===== src/verilog/aps_defs.svh =====
// register map, field positions, reset values and codes of the protection register bank
`ifndef APS_DEFS_SVH
`define APS_DEFS_SVH
`define APS_ADDR_BATT 8'h06
`define APS_ADDR_LIM1 8'h07
`define APS_ADDR_KNEE 8'h09
`define APS_ADDR_FLAGS 8'h0A
`define APS_ADDR_FAULT 8'h0B
`define APS_RST_LIM1 8'hA4
`define APS_RST_KNEE 8'h22
`define APS_RST_FLAGS 8'h00
`define APS_RST_FAULT 8'h18
`define APS_RST_BATT 8'h00
`define APS_READ_ZERO 8'h00
// fault control fields
`define APS_ATTEN_HI 7
`define APS_ATTEN_LO 6
`define APS_MANUAL_BIT 5
`define APS_RCV_HI 4
`define APS_RCV_LO 3
`define APS_SEL_UV 2
`define APS_SEL_OT 1
`define APS_SEL_OC 0
// limiter control 1 mode field
`define APS_MODE_HI 1
`define APS_MODE_LO 0
`define APS_MODE_OFF 2'h0
`define APS_MODE_ON 2'h1
`define APS_MODE_MUTE 2'h2
`define APS_MODE_LOWBAT 2'h3
// status bit positions
`define APS_ST_RSVD 7
`define APS_ST_UV 6
`define APS_ST_GAIN 5
`define APS_ST_CLIP 4
`define APS_ST_OC 3
`define APS_ST_OT_FAULT 2
`define APS_ST_OT_WARN 1
`define APS_ST_BAT 0
// recovery attempt limits by field code
`define APS_RCV_ONE 2'h0
`define APS_RCV_THREE 2'h1
`define APS_RCV_SEVEN 2'h2
`define APS_RCV_UNLIM 2'h3
`define APS_LIM_ONE 3'h1
`define APS_LIM_THREE 3'h3
`define APS_LIM_SEVEN 3'h7
`define APS_CNT_ZERO 3'h0
`define APS_CNT_ONE 3'h1
// attenuation codes: 0 none, 1 1.5 dB, 2 3 dB, 3 5.625 dB
`define APS_ATTEN_NONE 2'h0
`endif


===== src/verilog/aps_pkg.sv =====
// types shared by the protection register bank
package aps_pkg;
  typedef struct packed {
    logic uv;
    logic gain_red;
    logic clip;
    logic oc;
    logic ot_fault;
    logic ot_warn;
  } aps_cond_t;
  typedef struct packed {
    logic wr;
    logic rd;
    logic [7:0] addr;
    logic [7:0] wdata;
  } aps_req_t;
endpackage


===== src/verilog/aps_regs.sv =====
// protection and status register bank with fault recovery control
// How it works
// RQ1 - An eight-bit knee threshold resetting to 0x22 is compared with the battery reading.
// RQ2 - Software turns a threshold code into volts as 3.8 plus 12.4 times code over 255.
// RQ3 - Status bits 6, 3, 2 and 1 follow undervoltage, overcurrent, overtemp fault and warning.
// RQ4 - Status bit 5 follows gain reduction and bit 4 follows clipping.
// RQ5 - Status bit 0 is set when the battery reading is at or below the threshold.
// RQ6 - During a thermal warning the two-bit attenuation code is applied, else none.
// RQ7 - Writing 1 to the manual trigger starts one recovery only when the setting field is 11.
// RQ8 - Automatic attempts are limited to 1, 3, 7 or unlimited, resetting to unlimited.
// RQ9 - Undervoltage recovers automatically when its select is 0, manually when 1.
// RQ10 - Overtemperature recovers automatically when its select is 0, manually when 1.
// RQ11 - Overcurrent recovers automatically when its select is 0, manually when 1.
// RQ12 - Mode 10 mutes while the battery is low and mode 11 engages the limiter only then.
// RQ13 - The synchronised battery reading is readable and is what the threshold is compared with.
// RQ14 - Status writes are ignored and the flags follow live conditions every cycle.
`include "aps_defs.svh"
module aps_regs
  import aps_pkg::*;
(
  input wire logic CLK_I,
  input wire logic SYS_RST_I,
  input wire logic CE_I,
  input wire aps_req_t REQ_I,
  output logic [7:0] RDATA_O,
  output logic RVALID_O,
  input wire aps_cond_t COND_I,
  input wire logic [7:0] BATT_I,
  output logic MUTE_O,
  output logic LIMITER_ON_O,
  output logic [1:0] ATTEN_O,
  output logic [2:0] SHUTDOWN_O,
  output logic [2:0] RECOVER_O,
  output logic EXHAUSTED_O
);
  // ==========================================
  // input synchronisers
  aps_cond_t c_q1, c_q2, c_q3, cond;
  logic [7:0] b_q1, b_q2, b_q3, batt;
  always_ff @(posedge CLK_I)
  begin
    if (SYS_RST_I)
    begin
      c_q1 <= '0;
      c_q2 <= '0;
      c_q3 <= '0;
      b_q1 <= `APS_RST_BATT;
      b_q2 <= `APS_RST_BATT;
      b_q3 <= `APS_RST_BATT;
    end
    else if (CE_I)
    begin
      c_q1 <= COND_I;
      c_q2 <= c_q1;
      c_q3 <= c_q2;
      b_q1 <= BATT_I;
      b_q2 <= b_q1;
      b_q3 <= b_q2;
    end
  end
  // per-bit agreement for flags; whole word for the reading so no torn value lands
  always_ff @(posedge CLK_I)
  begin
    if (SYS_RST_I)
    begin
      cond <= '0;
      batt <= `APS_RST_BATT;
    end
    else if (CE_I)
    begin
      cond <= (c_q2 & c_q3) | (cond & (c_q2 | c_q3));
      if (b_q2 == b_q3)
        batt <= b_q2; // see RQ13
    end
  end

  // ==========================================
  // registers
  logic [7:0] lim1, knee, fault;
  logic manual_go;
  logic wr_fault;
  assign wr_fault = CE_I && REQ_I.wr && REQ_I.addr == `APS_ADDR_FAULT;
  always_ff @(posedge CLK_I)
  begin
    if (SYS_RST_I)
    begin
      lim1 <= `APS_RST_LIM1;
      knee <= `APS_RST_KNEE; // see RQ1
      fault <= `APS_RST_FAULT; // see RQ8
    end
    else if (CE_I && REQ_I.wr)
    begin
      // status and battery offsets fall through: writes there are dropped
      case (REQ_I.addr)
        `APS_ADDR_LIM1: lim1 <= REQ_I.wdata;
        `APS_ADDR_KNEE: knee <= REQ_I.wdata;
        `APS_ADDR_FAULT:
        begin
          fault <= REQ_I.wdata;
          fault[`APS_MANUAL_BIT] <= 1'b0; // write-only trigger never stored
        end
        default: ;
      endcase
    end
  end

  // single-cycle trigger; a 0 write or a setting other than 11 does nothing
  always_ff @(posedge CLK_I)
  begin
    if (SYS_RST_I)
      manual_go <= 1'b0;
    else if (CE_I)
      manual_go <= wr_fault && REQ_I.wdata[`APS_MANUAL_BIT]
        && fault[`APS_RCV_HI:`APS_RCV_LO] == `APS_RCV_UNLIM; // see RQ7
  end

  // ==========================================
  // status and monitor outputs
  logic low_bat;
  logic [7:0] flags;
  logic [1:0] mode;
  assign low_bat = batt <= knee; // see RQ5
  assign mode = lim1[`APS_MODE_HI:`APS_MODE_LO];
  always_comb
  begin
    flags = `APS_RST_FLAGS;
    flags[`APS_ST_UV] = cond.uv; // see RQ3
    flags[`APS_ST_OC] = cond.oc; // see RQ3
    flags[`APS_ST_OT_FAULT] = cond.ot_fault; // see RQ3
    flags[`APS_ST_OT_WARN] = cond.ot_warn; // see RQ3
    flags[`APS_ST_GAIN] = cond.gain_red; // see RQ4
    flags[`APS_ST_CLIP] = cond.clip; // see RQ4
    flags[`APS_ST_BAT] = low_bat; // see RQ5
  end

  always_ff @(posedge CLK_I)
  begin
    if (SYS_RST_I)
    begin
      MUTE_O <= 1'b0;
      LIMITER_ON_O <= 1'b0;
      ATTEN_O <= `APS_ATTEN_NONE;
    end
    else if (CE_I)
    begin
      MUTE_O <= mode == `APS_MODE_MUTE && low_bat; // see RQ12
      LIMITER_ON_O <= mode == `APS_MODE_ON || (mode == `APS_MODE_LOWBAT && low_bat); // see RQ12
      ATTEN_O <= cond.ot_warn ? fault[`APS_ATTEN_HI:`APS_ATTEN_LO] : `APS_ATTEN_NONE; // see RQ6
    end
  end

  // ==========================================
  // register read port, one cycle latency
  always_ff @(posedge CLK_I)
  begin
    if (SYS_RST_I)
    begin
      RDATA_O <= `APS_READ_ZERO;
      RVALID_O <= 1'b0;
    end
    else if (CE_I)
    begin
      RVALID_O <= REQ_I.rd;
      if (REQ_I.rd)
      begin
        case (REQ_I.addr)
          `APS_ADDR_BATT: RDATA_O <= batt; // see RQ13
          `APS_ADDR_LIM1: RDATA_O <= lim1;
          `APS_ADDR_KNEE: RDATA_O <= knee;
          `APS_ADDR_FLAGS: RDATA_O <= flags; // see RQ14
          `APS_ADDR_FAULT: RDATA_O <= fault;
          default: RDATA_O <= `APS_READ_ZERO;
        endcase
      end
    end
  end

  // ==========================================
  // fault hold and recovery; index 0 overcurrent, 1 overtemp, 2 undervoltage
  logic [2:0] live, sel, held_prev, auto_go, man_go;
  logic [2:0] attempts, limit;
  logic unlimited;
  assign live = {cond.uv, cond.ot_fault, cond.oc};
  assign sel = {fault[`APS_SEL_UV], fault[`APS_SEL_OT], fault[`APS_SEL_OC]};
  assign unlimited = fault[`APS_RCV_HI:`APS_RCV_LO] == `APS_RCV_UNLIM;
  always_comb
  begin
    case (fault[`APS_RCV_HI:`APS_RCV_LO])
      `APS_RCV_ONE: limit = `APS_LIM_ONE;
      `APS_RCV_THREE: limit = `APS_LIM_THREE;
      `APS_RCV_SEVEN: limit = `APS_LIM_SEVEN;
      default: limit = `APS_LIM_SEVEN;
    endcase
  end
  assign EXHAUSTED_O = !unlimited && attempts >= limit; // see RQ8
  // recovery waits for the condition to clear, so a stuck fault never retries
  assign auto_go = SHUTDOWN_O & ~live & ~sel & {3{!EXHAUSTED_O}}; // see RQ9
  assign man_go = SHUTDOWN_O & ~live & sel & {3{manual_go}}; // see RQ10
  always_ff @(posedge CLK_I)
  begin
    if (SYS_RST_I)
    begin
      SHUTDOWN_O <= '0;
      held_prev <= '0;
      RECOVER_O <= '0;
    end
    else if (CE_I)
    begin
      held_prev <= live;
      RECOVER_O <= auto_go | man_go; // see RQ11
      // a new fault edge wins over a recovery in the same cycle
      SHUTDOWN_O <= (SHUTDOWN_O & ~(auto_go | man_go)) | (live & ~held_prev);
    end
  end
  always_ff @(posedge CLK_I)
  begin
    if (SYS_RST_I)
      attempts <= `APS_CNT_ZERO;
    else if (CE_I)
    begin
      if (manual_go)
        attempts <= `APS_CNT_ZERO;
      else if (|auto_go && !unlimited)
        attempts <= attempts + `APS_CNT_ONE; // see RQ8
    end
  end
endmodule


===== config.mk =====
export PLATFORM = sky130hd
export DESIGN_NAME = aps_regs
export DESIGN_NICKNAME = d
export VERILOG_FILES = /design/src/verilog/aps_pkg.sv /design/src/verilog/aps_regs.sv
export VERILOG_INCLUDE_DIRS = /design/src /design/src/verilog
export SDC_FILE = /design/constraint.sdc
export NUM_CORES = 1
export LEC_CHECK = 0
export ABC_AREA = 1
export BUFFER_PORTS_ARGS = -buffer_cell sky130_fd_sc_hd__clkbuf_2
export CAP_MARGIN = 40
export CORE_MARGIN = 1.5
export CORE_UTILIZATION = 40
export DETAILED_ROUTE_END_ITERATION = 7
export GPL_ROUTABILITY_DRIVEN = 0
export PLACE_DENSITY = 0.64
export SLEW_MARGIN = 40
export SYNTH_ARGS = -nofsm -noshare
export SYNTH_HDL_FRONTEND = slang
export SYNTH_SLANG_ARGS = --single-unit

===== constraint.sdc =====
create_clock -name CLK_I -period 2.1 [get_ports CLK_I]
set_input_delay 0.42 -clock CLK_I [delete_from_list [all_inputs] [get_ports CLK_I]]
set_output_delay 0.42 -clock CLK_I [all_outputs]
set_load 0.02 [all_outputs]

==> metrics.md <==
| Metric | Value |
|---|---|
| Status | `completed` |
| Setup TNS | `0 ns` |
| CP delay by family, top | `simple AND/OR/NAND/NOR gates` |
| Antenna violations before repair | `0` |
| Largest area contributor in the netlist | `dfxtp_1` |
| HP Start | `BATT_I[1]` |
| Cell count of the worst reg-to-reg path | `10` |
| Final core occ | `0.483` |
| Worst Hold Class | `in2reg` |
| Clk buf depth | `2` |
| DR iter-0 viols | `271` |
| Drt total wl | `11100 µm` |
| Root Buffer | `clkbuf_16` |
| CP startpoint kind | `flop` |
| Count leader, synth | `nand2_1` |
| DP HPWL | `8030 µm` |
| Critical path type | `reg2out` |
| Row cnt | `38` |
| Post-synth EDFFs | `0` |
| CTS tree | `built` |
| Final Setup Violations | `0` |
| Syn_area_per_cell | `7.28 µm²` |
| Tmin final | `2.02 ns` |
| Syn Inst Count | `~630` |
| Synth top area cells | `dfxtp_1, nand2_1, o21ai_0, nor2_1, a21oi_1` |
| Share of flip-flops with an asynchronous set or reset | `0` |
| Slowest cell on crit path | `dfxtp_2` |
| H-tree depth | `3` |
| Max VDD drop | `between 0.4 and 0.5 mV` |
| Worst-path clk slew | `roughly 0.08 ns` |
| WP data arrival | `1.60 ns` |
| Area grow syn2layout | `16.1%` |
| I/O pin count | `55` |
| Fin nets | `722` |
| FMAX | `0.496 GHz` |
| Final hold vios | `0` |
| Hold EP | `b_q1[1]` |
| Die Height | `110 µm` |
| CTS sink cnt | `105` |
| Primary FF master, synth | `dfxtp_1` |
| Via/cell ratio | `between 5 and 6` |
| Tot GR Track Use | `0.199` |
| Die X | `110 µm` |
| Total gr overflow | `0` |
| Final worst-path cycle share | `0.960` |
| Worst hold path depth | `3` |
| Crit end category | `output pin` |
| CP Data Required Time | `1.68 ns` |
| Starting Density | `0.416` |
| Worst r2r dst | `attempts[2]` |
| Unrepaired setup endpoints after global routing | `no` |
| Post-synth top cells | `nand2_1, dfxtp_1, nor2_1` |
| Reg2reg start | `fault[4]` |
| Reg2Reg Setup Slack | `0.41 ns` |
| Seq/Total Area, Yosys | `0.460` |
| Layout cell share with drive strength beyond 1 | `0.148` |
| Vias | `about 4100` |
| Max_cap viols | `0` |
| Mapped cell area | `0.00457 mm²` |
| Die ar. | `0.0121 mm²` |
| Final ANT Viol Nets | `0` |
| WL/cell | `13.6 µm` |
| First-pass GRT wire length | `18600 µm` |
| Top-area cell type share of the netlist area | `0.460` |
| Crit-path cells | `inv_1 > ha_1 > or2_2 > nand3_4 > inv_1 > buf_2` |
| Crit path buf inv count | `3` |
| TritonCTS Buffers | `9` |
| Antenna Cells | `0` |
| First-pass detailed-route iteration total | `4` |
| Largest net degree at the start of global routing | `between 80 and 90` |
| Worst-Skew Late Latency | `0.34 ns` |
| Critical path's most frequent cell | `inv_1` |
| Yosys warns | `0` |
| Core area | `0.0110 mm²` |
| Relative slew slack | `0.701` |
| Vias in the first global route | `3845` |
| # DRC | `0` |
| Number of distinct library cells after synthesis | `33` |
| Post-synth net total | `just under 700` |
| Static leakage | `2.29 nW` |
| Worst Path Max Fanout | `5` |
| I/O Buffers | `54` |
| Max-slew violations | `0` |
| Critical Path Max Stage Delay | `0.34 ns` |
| Post-CTS setup buffers | `0` |
| Clk_skew | `between 0.01 and 0.015 ns` |
| Power Dens Cells | `782 mW/mm²` |
| Worst-margin pin slew | `0.446 ns` |
| Synth Register Bits | `105` |
-- cell type report --
type | instances | area, µm²
multi-input cells | 438 | 2150
well taps | 140 | 175
clock buffers | 10 | 229
repair buffers | 62 | 343
inverters | 60 | 228
fillers | 1087 | 5680
clock inverters | 6 | 75.1
flip-flops and latches | 105 | 2100
-- power by group --
group	internal (mW)	total, mW	switching, mW
Sequential	2.06	2.09	0.0364
Combinational	0.116	0.338	0.222
Clock	0.945	1.72	0.773
-- worst min-delay path: cells and delay by family --
| kind | cells | cell delay [ns] |
|---|---|---|
| and+or+nand+nor | 2 | 0.11 |
| buffers and inverters | 1 | 0.07 |
-- placed cells by master, fill, tap and decap left out, types with 2 or more instances in the layout --
cell	instances
a21oi_1	62
buf_4	7
clkbuf_16	9
clkbuf_2	53
dfxtp_1	104
ha_1	11
inv_1	57
inv_6	2
nand2_1	131
nand2_2	3
nand3_1	21
nand4_1	7
nor2_1	84
nor3_1	5
nor3_2	3
nor3_4	3
o211ai_1	8
o21ai_0	79
or2_2	7
xnor2_1	2
-- what timing repair did --
action | 4_1_cts | 5_1_grt
endpoints found under the setup margin | 1 | 1
endpoints found under the hold margin | 0 | 0
resized for setup | 1 | 3
hold buffers | 0 | 0
pin swaps | 0 | 1
-- sequential cells by signal (all words and copies together), names as in the netlist, 6 cells and up --
name	cells
lim1	8
cond	6
fault	7
batt	8
b_q3	8
c_q3	6
c_q2	6
b_q2	8
RDATA_O	8
c_q1	6
knee	8
b_q1	8
-- routing by layer --
metal | track usage | part of all wire | vias to the layer above
met5 | 0 | 0 | -
met4 | 0.0751 | 0.020 | 0
met3 | 0.0273 | 0.055 | 13
met2 | 0.310 | 0.45 | 106
met1 | 0.280 | 0.48 | 1867
li1 | - | - | 2142
-- worst max-delay path by stage --
stage	start	to	slack [ns]	depth (start not counted)
detailed placement	REQ_I[15]	knee[0]	0.22	8
floorplan	fault[4]	attempts[0]	0.50	10
finish	fault[4]	EXHAUSTED_O	0.08	6
CTS	fault[4]	EXHAUSTED_O	0.04	6
global route	fault[4]	EXHAUSTED_O	0.01	6
global placement	REQ_I[10]	knee[1]	0.28	7
-- cell families (layout without fill, tap and decap cells) --
family,Yosys count,after routing,share of synthesized area
AOI/OAI and AO/OA,157,157,0.182
xor gates and xnor gates,2,2,0.00383
adders and majority gates,11,11,0.0301
buffers and inverters,85,138,0.0720
DFF,105,105,0.460
and+or+nand+nor,268,268,0.252
-- through the flow --
step	area [µm²]	instances	setup slack (ns)	hold WS (ns)	total power, mW
finish	5300	821	0.0846	0.300	4.15
CTS	5300	821	0.0352	0.295	4.19
floorplan	4570	628	0.499	0.425	2.36
detailed placement	4990	805	0.220	0.448	2.48
global placement	4990	805	0.279	0.444	2.47
global route	5300	821	0.0114	0.292	4.35
No activity file was read; power rests on OpenSTA's default activity.
